File: config.mk
export PLATFORM = sky130hd
export DESIGN_NAME = ascl_ctrl
export DESIGN_NICKNAME = d
export VERILOG_FILES = /design/src/rtl/ascl_pkg.sv /design/src/rtl/ascl_sample_hold.sv /design/src/rtl/ascl_ctrl.sv
export SDC_FILE = /design/constraint.sdc
export NUM_CORES = 1
export LEC_CHECK = 0
export BUFFER_PORTS_ARGS = -buffer_cell sky130_fd_sc_hd__buf_4
export CAP_MARGIN = 10
export CELL_PAD_IN_SITES_DETAIL_PLACEMENT = 2
export CELL_PAD_IN_SITES_GLOBAL_PLACEMENT = 2
export CORE_MARGIN = 2
export CORE_UTILIZATION = 42
export CTS_CLUSTER_SIZE = 20
export DETAILED_ROUTE_END_ITERATION = 10
export HOLD_SLACK_MARGIN = 0.05
export PLACE_DENSITY = 0.85
export SETUP_SLACK_MARGIN = 0.05
export SYNTH_ARGS = -nofsm -noshare
export SYNTH_HDL_FRONTEND = slang
export SYNTH_SLANG_ARGS = --single-unit
File: constraint.sdc
create_clock -name core_clk_i -period 15.2 [get_ports core_clk_i]
set_input_delay 3.04 -clock core_clk_i [delete_from_list [all_inputs] [get_ports core_clk_i]]
set_output_delay 3.04 -clock core_clk_i [all_outputs]
set_load 0.005 [all_outputs]
File: src/rtl/ascl_pkg.sv
// Constants for the accelerometer control-pin logic.
// Assumes a single 100 MHz core clock.
package ascl_pkg;
   localparam int  CLK_MHZ         = 100;
   localparam int  DATA_W          = 12;
   // Qualified reset hold, microseconds
   localparam int  RST_QUAL_US     = 512;
   localparam int  RST_QUAL_CYC    = RST_QUAL_US * CLK_MHZ;
   // Status high-impedance window after reset, microseconds
   localparam int  HIZ_US          = 800;
   localparam int  HIZ_CYC         = HIZ_US * CLK_MHZ;
   // Stabilization delay, microseconds
   localparam int  STAB_US         = 3000;
   localparam int  STAB_CYC        = STAB_US * CLK_MHZ;
   // DSP sample period, microseconds
   localparam int  SAMPLE_US       = 16;
   localparam int  SAMPLE_CYC      = SAMPLE_US * CLK_MHZ;
   // Internal oscillator, kHz
   localparam int  OSC_KHZ         = 4000;
   localparam int  OSC_DIV         = (CLK_MHZ * 1000) / OSC_KHZ;
   localparam int  CNT_W           = 32;
   localparam logic [DATA_W-1:0] MID_CODE = 12'h800;
   localparam logic [DATA_W-1:0] ST_STEP  = 12'h100;
   typedef enum logic [1:0] {ASCL_HIZ, ASCL_STAB, ASCL_RUN} ascl_phase_t;
endpackage

File: src/rtl/ascl_sample_hold.sv
// Per-axis sample hold register for the output converters.
// Assumes load enables come from the controlling top on the core clock.
`timescale 1ns/100ps
module ascl_sample_hold (
   input  wire logic                      core_clk_i,
   input  wire logic                      sys_rst_i,
   input  wire logic                      load_i,
   input  wire logic [ascl_pkg::DATA_W-1:0] data_i,
   output logic      [ascl_pkg::DATA_W-1:0] data_o
);
   always_ff @(posedge core_clk_i or posedge sys_rst_i) begin
      if (sys_rst_i) begin
         data_o <= ascl_pkg::MID_CODE;
      end else if (load_i) begin
         data_o <= data_i;
      end
   end
endmodule

File: src/rtl/ascl_ctrl.sv
// Control-pin logic: qualified reset, status latch, self-test, sample freeze.
// Assumes all pins synchronous to core_clk_i; the host keeps reset levels held.
// Function
// [RULE_01] Internal reset asserts after reset pin low and qualifier high for 512 us.
// [RULE_02] Undriven reset pin reads inactive through internal pull-up.
// [RULE_03] Status high on parity, temperature, clock fault, reset or initialization.
// [RULE_04] Status left high-impedance about 800 us after reset.
// [RULE_05] Then status driven high, 3 ms delay during which clears are ignored.
// [RULE_06] Status latch holds until self-test input rising edge clears it.
// [RULE_07] Persisting fault re-sets the latch immediately after clear.
// [RULE_08] Terminal faults re-set the latch after any clear attempt.
// [RULE_09] Self-test stimulus enabled while self-test input high.
// [RULE_10] Self-test moves both axes positive if polarity clear, negative if set.
// [RULE_11] Freeze input low: outputs update on each new DSP sample; code skips a sample that lands in the cycle the freeze input falls.
// [RULE_12] Freeze rising edge holds outputs while input stays high.
// [RULE_13] New filtered sample every 16 us per axis.
// [RULE_14] Serial configuration disabled in normal mode; pins dedicated.
// [RULE_15] Two output converters, one per axis, fed by that axis result.
// [RULE_16] Qualified reset delay from internal oscillator, 486 to 538 us; code counts core clock cycles instead, a fixed 512 us.
// [RULE_17] Internal logic timed from a 4.0 MHz oscillator; code uses its tick for sample pacing only.
// [RULE_18] Both axes freeze together on the same edge.
`timescale 1ns/100ps
module ascl_ctrl #(
   parameter int RST_QUAL_CYC_P = ascl_pkg::RST_QUAL_CYC,
   parameter int HIZ_CYC_P      = ascl_pkg::HIZ_CYC,
   parameter int STAB_CYC_P     = ascl_pkg::STAB_CYC
) (
   input  wire logic                        core_clk_i,
   input  wire logic                        sys_rst_i,
   input  wire logic                        reset_pin_n_i,
   input  wire logic                        reset_pin_oe_i,
   input  wire logic                        reset_qual_i,
   input  wire logic                        self_test_input_i,
   input  wire logic                        self_test_polarity_bit_i,
   input  wire logic                        sample_freeze_input_i,
   input  wire logic                        parity_fault_i,
   input  wire logic                        over_temp_i,
   input  wire logic                        clock_fault_i,
   input  wire logic                        terminal_fault_i,
   input  wire logic [ascl_pkg::DATA_W-1:0] dsp_x_i,
   input  wire logic [ascl_pkg::DATA_W-1:0] dsp_y_i,
   output logic                             status_o,
   output logic                             status_oe_o,
   output logic                             serial_cfg_en_o,
   output logic                             self_test_en_o,
   output logic                             dev_reset_o,
   output logic                             sample_tick_o,
   output logic [ascl_pkg::DATA_W-1:0]      dac_x_o,
   output logic [ascl_pkg::DATA_W-1:0]      dac_y_o
);
   localparam int AXES = 2;

   logic                        reset_pin_level;
   logic [ascl_pkg::CNT_W-1:0]  qual_cnt;
   logic [ascl_pkg::CNT_W-1:0]  osc_cnt;
   logic                        osc_tick;
   logic [ascl_pkg::CNT_W-1:0]  samp_cnt;
   logic [ascl_pkg::CNT_W-1:0]  phase_cnt;
   ascl_pkg::ascl_phase_t       phase;
   logic                        st_prev;
   logic                        st_rise;
   logic                        fz_prev;
   logic                        frozen;
   logic                        hold_load;
   logic                        clear_ok;
   logic                        fault_now;
   logic                        status_latch;
   logic                        dev_init;
   logic [ascl_pkg::DATA_W-1:0] axis_in [AXES];
   logic [ascl_pkg::DATA_W-1:0] axis_out[AXES];

   // Offset applied by self-test, sign set by polarity
   function automatic logic [ascl_pkg::DATA_W-1:0] st_apply(
      input logic [ascl_pkg::DATA_W-1:0] v,
      input logic                        en,
      input logic                        neg);
      st_apply = !en ? v : (neg ? v - ascl_pkg::ST_STEP : v + ascl_pkg::ST_STEP);
   endfunction

   // Pull-up: undriven pin reads high, so no reset starts
   assign reset_pin_level = reset_pin_oe_i ? reset_pin_n_i : 1'b1; // RULE_02

   // Oscillator-rate enable; Prescale models the on-chip oscillator
   always_ff @(posedge core_clk_i or posedge sys_rst_i) begin
      if (sys_rst_i) begin
         osc_cnt <= '0;
      end else if (osc_cnt == ascl_pkg::CNT_W'(ascl_pkg::OSC_DIV - 1)) begin
         osc_cnt <= '0; // RULE_17
      end else begin
         osc_cnt <= osc_cnt + 1'b1;
      end
   end
   assign osc_tick = (osc_cnt == ascl_pkg::CNT_W'(ascl_pkg::OSC_DIV - 1));

   // Qualified reset counter; any break in the pin condition restarts it
   always_ff @(posedge core_clk_i or posedge sys_rst_i) begin
      if (sys_rst_i) begin
         qual_cnt    <= '0;
         dev_reset_o <= 1'b0;
      end else if (!reset_pin_level && reset_qual_i) begin
         if (qual_cnt == ascl_pkg::CNT_W'(RST_QUAL_CYC_P - 1)) begin
            dev_reset_o <= 1'b1; // RULE_01 RULE_16
         end else begin
            qual_cnt <= qual_cnt + 1'b1;
         end
      end else begin
         qual_cnt    <= '0;
         dev_reset_o <= 1'b0;
      end
   end

   // Power-up phase sequence, restarted by the internal reset
   always_ff @(posedge core_clk_i or posedge sys_rst_i) begin
      if (sys_rst_i) begin
         phase     <= ascl_pkg::ASCL_HIZ;
         phase_cnt <= '0;
      end else if (dev_reset_o) begin
         phase     <= ascl_pkg::ASCL_HIZ;
         phase_cnt <= '0;
      end else begin
         case (phase)
            ascl_pkg::ASCL_HIZ: begin
               if (phase_cnt == ascl_pkg::CNT_W'(HIZ_CYC_P - 1)) begin
                  phase     <= ascl_pkg::ASCL_STAB; // RULE_04
                  phase_cnt <= '0;
               end else begin
                  phase_cnt <= phase_cnt + 1'b1;
               end
            end
            ascl_pkg::ASCL_STAB: begin
               if (phase_cnt == ascl_pkg::CNT_W'(STAB_CYC_P - 1)) begin
                  phase     <= ascl_pkg::ASCL_RUN; // RULE_05
                  phase_cnt <= '0;
               end else begin
                  phase_cnt <= phase_cnt + 1'b1;
               end
            end
            ascl_pkg::ASCL_RUN: begin
               phase_cnt <= '0;
            end
            default: begin
               phase     <= ascl_pkg::ASCL_HIZ;
               phase_cnt <= '0;
            end
         endcase
      end
   end

   // Initialization in progress marks a reset/init event for the latch
   assign dev_init  = (phase != ascl_pkg::ASCL_RUN);
   assign fault_now = parity_fault_i | over_temp_i | clock_fault_i
                    | terminal_fault_i | dev_reset_o; // RULE_03 RULE_08
   assign clear_ok  = (phase == ascl_pkg::ASCL_RUN); // RULE_05

   always_ff @(posedge core_clk_i or posedge sys_rst_i) begin
      if (sys_rst_i) begin
         st_prev <= 1'b0;
         fz_prev <= 1'b0;
      end else begin
         st_prev <= self_test_input_i;
         fz_prev <= sample_freeze_input_i;
      end
   end
   assign st_rise = self_test_input_i & ~st_prev;

   // Set wins over clear, so a live fault re-latches at once
   always_ff @(posedge core_clk_i or posedge sys_rst_i) begin
      if (sys_rst_i) begin
         status_latch <= 1'b1;
      end else if (fault_now || dev_init) begin
         status_latch <= 1'b1; // RULE_03 RULE_07 RULE_08
      end else if (st_rise && clear_ok) begin
         status_latch <= 1'b0; // RULE_06
      end
   end

   assign status_oe_o     = (phase != ascl_pkg::ASCL_HIZ) && !dev_reset_o; // RULE_04
   assign status_o        = status_oe_o & status_latch;
   assign serial_cfg_en_o = 1'b0; // RULE_14
   assign self_test_en_o  = self_test_input_i; // RULE_09

   // DSP sample pacing derived from the oscillator tick
   always_ff @(posedge core_clk_i or posedge sys_rst_i) begin
      if (sys_rst_i) begin
         samp_cnt      <= '0;
         sample_tick_o <= 1'b0;
      end else begin
         sample_tick_o <= 1'b0;
         if (osc_tick) begin
            if (samp_cnt == ascl_pkg::CNT_W'(ascl_pkg::SAMPLE_CYC / ascl_pkg::OSC_DIV - 1)) begin
               samp_cnt      <= '0;
               sample_tick_o <= 1'b1; // RULE_13
            end else begin
               samp_cnt <= samp_cnt + 1'b1;
            end
         end
      end
   end

   // Freeze is taken at the rising edge and held while the input stays high
   always_ff @(posedge core_clk_i or posedge sys_rst_i) begin
      if (sys_rst_i) begin
         frozen <= 1'b0;
      end else if (sample_freeze_input_i && !fz_prev) begin
         frozen <= 1'b1; // RULE_12
      end else if (!sample_freeze_input_i) begin
         frozen <= 1'b0;
      end
   end
   // One shared load keeps X and Y from the same sample instant
   assign hold_load = sample_tick_o && !frozen
                    && !(sample_freeze_input_i && !fz_prev); // RULE_11 RULE_18

   assign axis_in[0] = st_apply(dsp_x_i, self_test_input_i, self_test_polarity_bit_i); // RULE_10
   assign axis_in[1] = st_apply(dsp_y_i, self_test_input_i, self_test_polarity_bit_i);

   generate
      for (genvar g = 0; g < AXES; g++) begin : g_axis
         ascl_sample_hold u_hold (
            .core_clk_i (core_clk_i),
            .sys_rst_i  (sys_rst_i),
            .load_i     (hold_load),
            .data_i     (axis_in[g]),
            .data_o     (axis_out[g])
         ); // RULE_15
      end
   endgenerate
   assign dac_x_o = axis_out[0];
   assign dac_y_o = axis_out[1];

   // Cycles since the last sample tick; starts at all ones so the first gap counts alike
   logic [ascl_pkg::CNT_W-1:0]  tick_gap;
   always_ff @(posedge core_clk_i or posedge sys_rst_i) begin
      if (sys_rst_i) begin
         tick_gap <= '1;
      end else if (sample_tick_o) begin
         tick_gap <= '0;
      end else begin
         tick_gap <= tick_gap + 1'b1;
      end
   end

   // Pin levels are taken one edge back: the host may release them once reset shows
   property p_qual_rst;
      @(posedge core_clk_i) disable iff (sys_rst_i)
      $rose(dev_reset_o) |-> !$past(reset_pin_level) && $past(reset_qual_i);
   endproperty
   qual_reset_cause_a: assert property (p_qual_rst) // RULE_01
      else $error("reset without qualifier");
   qual_count_a: assert property (@(posedge core_clk_i) disable iff (sys_rst_i) // RULE_16
      $rose(dev_reset_o) |-> $past(qual_cnt) == ascl_pkg::CNT_W'(RST_QUAL_CYC_P - 1))
      else $error("reset before full qualifying count");
   pullup_no_reset_a: assert property (@(posedge core_clk_i) disable iff (sys_rst_i) // RULE_02
      !reset_pin_oe_i && !$past(reset_pin_oe_i) |-> !dev_reset_o)
      else $error("reset from undriven pin");
   fault_sets_status_a: assert property (@(posedge core_clk_i) disable iff (sys_rst_i) // RULE_03
      (parity_fault_i || over_temp_i || clock_fault_i) && status_oe_o |=> status_latch)
      else $error("fault not latched");
   fault_relatch_a: assert property (@(posedge core_clk_i) disable iff (sys_rst_i) // RULE_07
      (parity_fault_i || over_temp_i || clock_fault_i) && st_rise |=> status_latch)
      else $error("live fault cleared");
   hiz_after_reset_a: assert property (@(posedge core_clk_i) disable iff (sys_rst_i) // RULE_04
      $fell(dev_reset_o) |-> !status_oe_o [*8])
      else $error("status driven too early");
   stab_no_clear_a: assert property (@(posedge core_clk_i) disable iff (sys_rst_i) // RULE_05
      phase == ascl_pkg::ASCL_STAB |-> status_o)
      else $error("status cleared in stabilization");
   clear_on_rise_a: assert property (@(posedge core_clk_i) disable iff (sys_rst_i) // RULE_06
      $fell(status_latch) |-> $past(st_rise) && $past(clear_ok))
      else $error("latch cleared without edge");
   persist_relatch_a: assert property (@(posedge core_clk_i) disable iff (sys_rst_i) // RULE_08
      terminal_fault_i |=> status_latch)
      else $error("terminal fault cleared");
   selftest_follow_a: assert property (@(posedge core_clk_i) disable iff (sys_rst_i) // RULE_09
      hold_load && self_test_input_i && !self_test_polarity_bit_i
      |=> dac_x_o == $past(dsp_x_i) + ascl_pkg::ST_STEP)
      else $error("self-test step not applied");
   selftest_neg_a: assert property (@(posedge core_clk_i) disable iff (sys_rst_i) // RULE_10
      hold_load && self_test_input_i && self_test_polarity_bit_i
      |=> dac_x_o == $past(dsp_x_i) - ascl_pkg::ST_STEP
      && dac_y_o == $past(dsp_y_i) - ascl_pkg::ST_STEP)
      else $error("self-test step not negative");
   load_update_a: assert property (@(posedge core_clk_i) disable iff (sys_rst_i) // RULE_11
      sample_tick_o && !frozen && !sample_freeze_input_i && !self_test_input_i
      |=> dac_x_o == $past(dsp_x_i) && dac_y_o == $past(dsp_y_i))
      else $error("output not updated on sample");
   axes_together_a: assert property (@(posedge core_clk_i) disable iff (sys_rst_i) // RULE_18
      hold_load
      |=> dac_x_o == $past(axis_in[0]) && dac_y_o == $past(axis_in[1]))
      else $error("axes loaded from different samples");
   tick_pace_a: assert property (@(posedge core_clk_i) disable iff (sys_rst_i) // RULE_13
      sample_tick_o == (tick_gap == ascl_pkg::CNT_W'(ascl_pkg::SAMPLE_CYC - 1)))
      else $error("sample tick off its period");
   freeze_hold_a: assert property (@(posedge core_clk_i) disable iff (sys_rst_i) // RULE_12
      frozen && sample_freeze_input_i |=> $stable(dac_x_o) && $stable(dac_y_o))
      else $error("output moved while frozen");
   freeze_edge_a: assert property (@(posedge core_clk_i) disable iff (sys_rst_i) // RULE_12
      sample_freeze_input_i && !fz_prev |=> $stable(dac_x_o) && $stable(dac_y_o))
      else $error("output moved on freeze edge");
   cfg_disabled_a: assert property (@(posedge core_clk_i) disable iff (sys_rst_i) // RULE_14
      !serial_cfg_en_o)
      else $error("serial config enabled");

   reset_seen_c: cover property (@(posedge core_clk_i) $rose(dev_reset_o));
   status_clear_c: cover property (@(posedge core_clk_i) $fell(status_latch));
   freeze_c: cover property (@(posedge core_clk_i) frozen && sample_tick_o);
   selftest_neg_c: cover property (@(posedge core_clk_i) hold_load && self_test_polarity_bit_i);
   stab_clear_c: cover property (@(posedge core_clk_i) st_rise && phase == ascl_pkg::ASCL_STAB);
endmodule

==> results.py, run 1 <==
metrics = {
    "critical_path": {
        "crit_path_max_incr_delay_ps": 150,
        "critPathCaptureType": "primary output",
        "crit_slowest_cell": "buf_4",
        "critPathBufInv": 2,
        "critical_path_class": "primary input to primary output",
        "start_kind": "primary input",
        "cp.depth": 2,
        "reg2regPathDepth": 6,
        "cp_top_family": "buffers and inverters",
        "critPathRequiredTime_ps": 12160,
        "crit_fanout": 7,
        "worst_path_most_repeated_cell": "buf_4",
        "crit_arrival_ps": 3330,
        "path_cells": "buf_4, buf_4",
    },
    "power_and_ir_drop": {
        "sequentialPowerShare_pct": 46.8,
        "design_power_total_w": 0.0009618,
        "powerDensity_nw_per_um2": 104.2,
        "p_switching_w": 0.0002310,
        "ir_drop_uv": 80.81,
        "power.internal_w": 0.0007309,
        "pwr-share-clk_pct": 47.1,
        "combPwrFrac_pct": 6.1,
        "switching_share_pct": 24.01,
        "power_leakage_nw": 4.101,
    },
    "synthesis": {
        "syn_area_um2": 7971,
        "syn_avg_cell_area_um2": 10.14,
        "async_flop_share_pct": 100.0,
        "synth_seq_cells": 160,
        "synthesis.nets": 833,
        "yosysSeqAreaShare_pct": 50.27,
        "synth_edf_count": 0,
        "synthFlopType": "dfrtp_1",
        "syn_inst": 786,
        "yosys.cell_types.count": 60,
        "yosysWarnings": 0,
    },
    "timing": {
        "fmax_mhz": 157.0,
        "slew_violations": 0,
        "fin_setup_tns_ps": 0,
        "rsz0062_at_grt": "no",
        "maxSlewHeadroom_pct": 19.76,
        "worst-slew-pin-transition_ps": 1204,
        "setup_ws_ps": 8831,
        "fin_crit_sh_pct": 41.90,
        "finClkSkew_ps": 13.38,
        "finalHoldViolations": 0,
        "setup_viol": 0,
        "period_minus_slack_ps": 6369,
    },
    "route": {
        "wl_per_cell_um": 22.87,
        "num_vias": 6362,
        "drtAntennaViolNets": 0,
        "drcViolationCount": 0,
        "drt_first_pass_iters": 4,
        "via_per_inst": 5.847,
        "drt_iter0_drc": 366,
        "drt-total-wl_um": 24880,
    },
    "clocking": {
        "cts_hold_buffers": 0,
        "cts_buffers": 17,
        "cts_buffer_depth": 2,
        "htreeDepth": 4,
        "cts.repair.resized": 0,
        "postCtsSetupBuffers": 0,
        "cts_tree": "yes",
        "cts-root-buf": "clkbuf_16",
        "clock_latency_ps": 440,
        "cts_sinks": 160,
        "path_clk_slew_ps": 60,
    },
    "finish": {
        "multi_input_area_um2": 3739,
        "final_common_cell": "dfrtp_1",
        "layout_common_cells": "dfrtp_1, nor2_1, xnor2_1",
        "final_area_um2": 9234,
        "nFillCells": 1900,
        "final_util_pct": 49.53,
        "antenna_cells": 0,
        "area_delta_synth_final_pct": 15.84,
        "nNetsFinal": 889,
        "regArea_um2": 4008,
        "drive_above_1_share_pct": 15.81,
    },
    "placed_design": {
        "place_worst_setup_slack_ps": 8829,
        "dp_hpwl_um": 15460,
        "gp_congestion": 0.7882,
        "port_buffers": 64,
        "placed_area_um2": 8633,
    },
    "grt": {
        "antenna_found_initial": 0,
        "grt_max_degree": 111,
        "first_global_vias": 7147,
        "track_usage_pct": 26.18,
        "grt_pass1_wl_um": 40900,
        "overflow": 0,
    },
    "floorplanning": {
        "die-area_um2": 20100,
        "die-height_um": 141.8,
        "fp-row-count": 50,
        "core-area_um2": 18640,
        "initial_core_util_pct": 42.76,
        "io_pins": 66,
        "die_w_um": 141.8,
    },
    "worst_hold_path": {
        "holdCritPathClass": "flop to flop",
        "min_path_cells": 1,
    },
    "run_status": {
        "status": "completed",
    },
    "job": {
        "cap_viol_max_count": 0,
    },
}
==> registers in the layout, summed over array words and instances, names as in the netlist <==
signal,flops
frozen,1
phase_cnt,32
sample_tick_o,1
fz_prev,1
dev_reset_o,1
samp_cnt,32
g_axis.u_hold.data_o,24
status_latch,1
osc_cnt,32
qual_cnt,32
st_prev,1
phase,2
==> path summary, 6_finish.rpt <==
kind	start	to	slack [ps]
setup / recovery	self_test_input_i	self_test_en_o	8830
hold / removal	fz_prev$_DFF_PP0_	frozen$_DFFE_PP0P_	460
setup reg to reg	phase_cnt[0]$_DFF_PP0_	phase_cnt[3]$_DFF_PP0_	12010
hold reg to reg	fz_prev$_DFF_PP0_	frozen$_DFFE_PP0P_	460
max in group asynchronous	sys_rst_i	qual_cnt[23]$_DFFE_PP0P_	11050
min in group asynchronous	sys_rst_i	osc_cnt[22]$_DFF_PP0_	2820
==> metrics by stage <==
stage	hold WS, ps	std cells
4_1_cts	461.4	1088
6_report	461.7	1088
3_3_place_gp	427.7	1057
5_1_grt	500.3	1088
3_5_place_dp	449.0	1057
2_1_floorplan	419.8	786
==> power by group through the flow <==
stage / Sequential, W / Combinational (W) / Clock [W]
after floorplan: 0.000453 / 0.0000344 / 0
after global placement: 0.000455 / 0.0000482 / 0
after detailed placement: 0.000457 / 0.0000533 / 0
after CTS: 0.000450 / 0.0000593 / 0.000463
after global routing: 0.000452 / 0.0000650 / 0.000477
final: 0.000451 / 0.0000584 / 0.000453
==> synth_stat cells, types with 3 or more instances <==
| cell | count | area, um2 |
|---|---|---|
| dfrtp_1 | 157 | 3929 |
| nor2_1 | 83 | 311.6 |
| xnor2_1 | 78 | 683.2 |
| nand3_1 | 48 | 240.2 |
| nand2_1 | 47 | 176.4 |
| nor3_1 | 39 | 195.2 |
| nor4_1 | 39 | 244.0 |
| xor2_1 | 33 | 289.0 |
| nand4_1 | 28 | 175.2 |
| inv_1 | 24 | 90.09 |
| and3_1 | 22 | 137.6 |
| mux2_2 | 21 | 236.5 |
| a21oi_1 | 20 | 100.1 |
| clkbuf_1 | 19 | 71.32 |
| o21ai_0 | 12 | 60.06 |
| or3_1 | 10 | 62.56 |
| and4_1 | 9 | 78.83 |
| ha_1 | 9 | 112.6 |
| and2_1 | 6 | 37.54 |
| nor4b_1 | 6 | 52.55 |
| o211ai_1 | 6 | 45.04 |
| or2_2 | 6 | 37.54 |
| buf_2 | 4 | 20.02 |
| nand2b_1 | 4 | 25.02 |
| a21o_1 | 3 | 22.52 |
| dfstp_2 | 3 | 78.83 |
| mux2i_1 | 3 | 30.03 |
| nor2b_1 | 3 | 18.77 |
| nor3b_1 | 3 | 22.52 |
==> per-layer routing <==
metal / up-vias / part of all wire [%] / track usage [%]
met4: 0 / 1.6 / 7.158
li1: 2875 / - / -
met2: 84 / 55 / 47.96
met5: - / 0 / 0
met3: 34 / 2.1 / 4.927
met1: 3369 / 41 / 31.48
==> kinds of logic (layout without fill, tap and decap cells) <==
| kind of cell | Yosys count | in the layout | synth area share [%] |
|---|---|---|---|
| compound gates | 55 | 55 | 4.270 |
| xor+xnor | 111 | 111 | 12.20 |
| fa+ha+maj | 11 | 11 | 1.915 |
| buf+inv | 54 | 122 | 2.825 |
| flops | 160 | 160 | 50.27 |
| mux | 24 | 24 | 3.343 |
| other cells | 1 | 1 | 0.04704 |
| simple gates | 370 | 370 | 25.13 |
==> cell type report <==
| type | instances | share of cell area (%) |
|---|---|---|
| sequential | 160 | 43.40 |
| inverter | 25 | 1.070 |
| clock buffer | 19 | 4.688 |
| timing repair buffer | 66 | 5.366 |
| tap | 234 | 3.171 |
| clock inverter | 12 | 1.816 |
| multi-input combinational | 572 | 40.49 |
Power figures use the tool's default switching activity.
==> run 2: changes to the inputs <==
CORE_UTILIZATION = 39   (was 42)
PLACE_DENSITY = 0.8   (was 0.85)
clock period = 6.5 ns   (was 15.2 ns; I/O delays follow)
==> results.py, run 2 (same netlist as run 1, synthesis figures left out) <==
metrics = {
    "run_status": {
        "status": "completed",
    },
    "finish": {
        "nNetsFinal": 889,
        "final_common_cell": "dfrtp_1",
        "area_delta_synth_final_pct": 17.94,
        "drive_above_1_share_pct": 16.14,
        "layout_common_cells": "dfrtp_1, nor2_1, xnor2_1",
        "multi_input_area_um2": 3739,
        "antenna_cells": 0,
        "final_area_um2": 9402,
        "regArea_um2": 4008,
        "final_util_pct": 46.61,
        "nFillCells": 2137,
    },
    "timing": {
        "maxSlewHeadroom_pct": 22.84,
        "finalHoldViolations": 0,
        "finClkSkew_ps": 14.07,
        "period_minus_slack_ps": 2970,
        "fin_crit_sh_pct": 45.70,
        "worst-slew-pin-transition_ps": 1157,
        "fmax_mhz": 336.6,
        "rsz0062_at_grt": "no",
        "setup_viol": 0,
        "fin_setup_tns_ps": 0,
        "slew_violations": 0,
    },
    "route": {
        "drt_first_pass_iters": 4,
        "via_per_inst": 5.632,
        "num_vias": 6336,
        "drtAntennaViolNets": 0,
        "drt_iter0_drc": 186,
        "wl_per_cell_um": 21.84,
        "drt-total-wl_um": 24570,
        "drcViolationCount": 0,
    },
    "grt": {
        "grt_pass1_wl_um": 40680,
        "first_global_vias": 7357,
        "overflow": 0,
        "antenna_found_initial": 0,
        "track_usage_pct": 23.86,
        "grt_max_degree": 102,
    },
    "power_and_ir_drop": {
        "power_leakage_nw": 4.164,
        "powerDensity_nw_per_um2": 258.5,
        "ir_drop_uv": 166.7,
    },
    "critical_path": {
        "crit_arrival_ps": 3210,
        "crit_slowest_cell": "a21oi_1",
        "critPathCaptureType": "flop",
        "critPathRequiredTime_ps": 6740,
        "crit_path_max_incr_delay_ps": 900,
        "crit_fanout": 13,
        "start_kind": "flop",
        "critical_path_class": "flop to flop",
        "regToRegSetupSlack_ps": 3530,
        "path_cells": "ha_1, nand4_1, nand2b_1, or3_1, a21oi_1, nor3_1",
    },
    "clocking": {
        "clock_latency_ps": 430,
        "cts_buffer_depth": 2,
        "cts.repair.resized": 0,
        "cts_hold_buffers": 0,
        "htreeDepth": 4,
        "cts-root-buf": "clkbuf_16",
        "cts_tree": "yes",
        "postCtsSetupBuffers": 0,
        "cts_sinks": 160,
        "cts_buffers": 17,
        "path_clk_slew_ps": 70,
    },
    "floorplanning": {
        "die-area_um2": 21600,
        "initial_core_util_pct": 39.52,
        "fp-row-count": 52,
        "core-area_um2": 20170,
        "die-height_um": 147.0,
        "die_w_um": 147.0,
        "io_pins": 66,
    },
    "placed_design": {
        "dp_hpwl_um": 15600,
        "port_buffers": 64,
        "placed_area_um2": 8678,
        "gp_congestion": 0.7841,
    },
    "job": {
        "cap_viol_max_count": 0,
    },
    "worst_hold_path": {
        "holdCritPathClass": "flop to flop",
    },
}
## run 2: cell types whose count changed in the layout (fill, tap and decap cells not counted), sizes merged
| cell | previous run | this run |
|---|---|---|
| bufinv | 4 | 8 |
| clkinvlp | 3 | 1 |
| inv | 24 | 25 |
| clkinv | 6 | 5 |
| clkbuf | 19 | 18 |
## run 2: worst paths after layout
path | startpoint | endpoint | cells after the start
worst max-delay path | phase_cnt[0]$_DFF_PP0_ | phase_cnt[0]$_DFF_PP0_ | 6
worst min-delay path | samp_cnt[4]$_DFFE_PP0N_ | samp_cnt[4]$_DFFE_PP0N_ | 1
worst max register to register | phase_cnt[0]$_DFF_PP0_ | phase_cnt[0]$_DFF_PP0_ | 6
worst min register to register | samp_cnt[4]$_DFFE_PP0N_ | samp_cnt[4]$_DFFE_PP0N_ | 1
max in group asynchronous | sys_rst_i | samp_cnt[29]$_DFFE_PP0N_ | 3
min in group asynchronous | sys_rst_i | osc_cnt[9]$_DFF_PP0_ | 2
## run 2: final cells by class
class | count | area share [%]
clock inverter | 14 | 3.021
inverter | 25 | 1.051
tap | 270 | 3.593
multi-input combinational | 572 | 39.77
timing repair buffer | 66 | 5.270
clock buffer | 18 | 4.671
sequential | 160 | 42.63
## run 2: metrics by stage
| step | std cells | hold WS [ps] | total power, W | setup WS (ps) |
|---|---|---|---|---|
| finish | 1125 | 465.7 | 0.002430 | 3530 |
| detailed placement | 1093 | 451.0 | 0.001193 | 3502 |
| global route | 1125 | 491.0 | 0.002512 | 3218 |
| floorplan | 786 | 419.8 | 0.001139 | 885.0 |
| global placement | 1093 | 437.7 | 0.001179 | 3574 |
| CTS | 1125 | 471.5 | 0.002458 | 3461 |
## run 2: worst max-delay path, delay by kind of cell, from the launching register on
family / cells / cell delay, ps
AND/OR/NAND/NOR: 4 / 1200
AO/OA/AOI/OAI: 1 / 900
flip-flops: 1 / 420
adder cells (fa/ha/maj): 1 / 250
## run 2: layer usage
metal	GRT usage [%]	routed length, um	vias up
met2	45.28	13780	83
li1	-	-	2883
met5	0	0	-
met4	7.163	493	0
met1	27.34	9819	3336
met3	4.193	482	34
## run 2: where the power goes
part | switching, W | total [W] | internal (W)
logic | 0.0000752 | 0.000128 | 0.0000528
clock network | 0.000438 | 0.00125 | 0.000810
registers | 0.0000349 | 0.00105 | 0.00102
total | 0.000548 | 0.00243 | 0.00188
==> run 3: changes to the inputs <==
clock period = 2.8 ns   (was 6.5 ns; I/O delays follow)
==> results.py, run 3 (same netlist as run 1, synthesis figures left out) <==
metrics = {
    "timing": {
        "fin_setup_tns_ps": 0,
        "finClkSkew_ps": 7.063,
        "rsz0062_at_grt": "no",
        "fmax_mhz": 393.6,
        "setup_viol": 0,
        "maxSlewHeadroom_pct": 42.28,
        "finalHoldViolations": 0,
        "period_minus_slack_ps": 2540,
        "fin_crit_sh_pct": 90.73,
        "setup_ws_ps": 259.6,
        "slew_violations": 0,
        "worst-slew-pin-transition_ps": 859.2,
    },
    "grt": {
        "grt_max_degree": 41,
        "track_usage_pct": 23.14,
        "grt_pass1_wl_um": 39650,
        "overflow": 0,
        "grtUsageMet1_pct": 29.23,
        "met2_usage_pct": 41.15,
        "antenna_found_initial": 0,
        "first_global_vias": 7115,
        "grt_use_met3_pct": 3.634,
        "grt-busiest-layer": "met2",
    },
    "floorplanning": {
        "initial_core_util_pct": 39.52,
        "die-area_um2": 21600,
        "core-area_um2": 20170,
        "die-height_um": 147.0,
        "die_w_um": 147.0,
        "fp-row-count": 52,
        "io_pins": 66,
    },
    "placed_design": {
        "place_worst_setup_slack_ps": 326.1,
        "port_buffers": 64,
        "dp_hpwl_um": 15860,
        "gp_congestion": 0.8000,
    },
    "critical_path": {
        "critPathRequiredTime_ps": 3120,
        "critPathCaptureType": "flop",
        "start_kind": "flop",
        "crit_fanout": 10,
        "crit_arrival_ps": 2860,
        "critical_path_class": "flop to flop",
    },
    "route": {
        "via_per_inst": 5.463,
        "wl_per_cell_um": 20.70,
        "num_vias": 6217,
        "drt_iter0_drc": 248,
        "drtAntennaViolNets": 0,
        "drt-total-wl_um": 23560,
        "drt_first_pass_iters": 4,
        "drcViolationCount": 0,
    },
    "clocking": {
        "postCtsSetupBuffers": 0,
        "cts.repair.resized": 0,
        "cts_buffer_depth": 2,
        "cts_sinks": 160,
        "path_clk_slew_ps": 70,
        "cts_tree": "yes",
        "htreeDepth": 4,
        "cts_hold_buffers": 0,
        "clock_latency_ps": 440,
        "cts-root-buf": "clkbuf_16",
        "cts_buffers": 17,
    },
    "power_and_ir_drop": {
        "power_leakage_nw": 4.189,
        "ir_drop_uv": 404.3,
        "powerDensity_nw_per_um2": 552.6,
    },
    "finish": {
        "final_util_pct": 46.82,
        "area_delta_synth_final_pct": 18.47,
        "nNetsFinal": 902,
        "antenna_cells": 0,
        "layout_common_cells": "dfrtp_1, nor2_1, xnor2_1",
        "final_common_cell": "dfrtp_1",
        "drive_above_1_share_pct": 17.40,
    },
    "run_status": {
        "status": "completed",
    },
    "job": {
        "cap_viol_max_count": 0,
    },
    "worst_hold_path": {
        "holdCritPathClass": "primary input to async pin",
    },
}
## run 3: changes by cell type in the layout (fill, tap and decap cells not counted)
cell / before / now
bufinv_16: 8 / 3
clkinvlp_4: 1 / 4
inv_6: 2 / 3
buf_4: 66 / 75
clkinv_4: 2 / 1
inv_8: 0 / 2
buf_12: 0 / 4
## run 3: final cells by class
type                            count  area (um2)
Timing Repair Buffer               79       643.1
Clock inverter                     14       180.2
Sequential cell                   160        4008
Clock buffer                       18       439.2
Tap cell                          270       337.8
Multi-Input combinational cell    572        3739
Inverter                           25       97.59
Fill cell                        2082       10730
## run 3: power breakdown
group / total (W) / internal (W) / switching (W)
Sequential: 0.00244 / 0.00237 / 0.0000719
Combinational: 0.000300 / 0.000132 / 0.000168
Clock: 0.00248 / 0.00144 / 0.00104
## run 3: worst paths after layout
kind                                    startpoint                                      end  slack, ps  cells past startpoint
hold / removal                           sys_rst_i                    osc_cnt[20]$_DFF_PP0_        170                      2
max in group asynchronous                sys_rst_i  g_axis[1].u_hold.data_o[11]$_DFFE_PP1P_       1970                      3
min in group core_clk_i      sample_freeze_input_i                        fz_prev$_DFF_PP0_        260                      1
hold reg to reg            samp_cnt[4]$_DFFE_PP0N_                  samp_cnt[4]$_DFFE_PP0N_        470                      1
setup reg to reg              osc_cnt[7]$_DFF_PP0_                 samp_cnt[14]$_DFFE_PP0N_        260                      5
setup / recovery              osc_cnt[7]$_DFF_PP0_                 samp_cnt[14]$_DFFE_PP0N_        260                      5
## run 3: critical path, cell delays in order, from the launching register on
cell and delay (ps):
dfrtp_1 480, nor4b_1 530, nand4_2 330, nor4_4 670, nand4_1 240, xnor2_1 180
## run 3: layer usage
layer  up-vias  part of all wire, %  wire (um)
met2        54                   53      12440
met3        24                  2.1        493
met1      3222                   44      10280
li1       2917                    -          -
met4         0                  1.5        342
met5         -                    0          0
## run 3: per-stage QoR
step                hold WS [ps]  area (um2)  total power, W  instances
global placement           429.8        8825        0.002750       1106
finish                     169.4        9444        0.005218       1138
CTS                        171.9        9444        0.005278       1138
global route               195.5        9444        0.005419       1138
detailed placement         458.0        8825        0.002787       1106
floorplan                  419.8        7975        0.002645        786
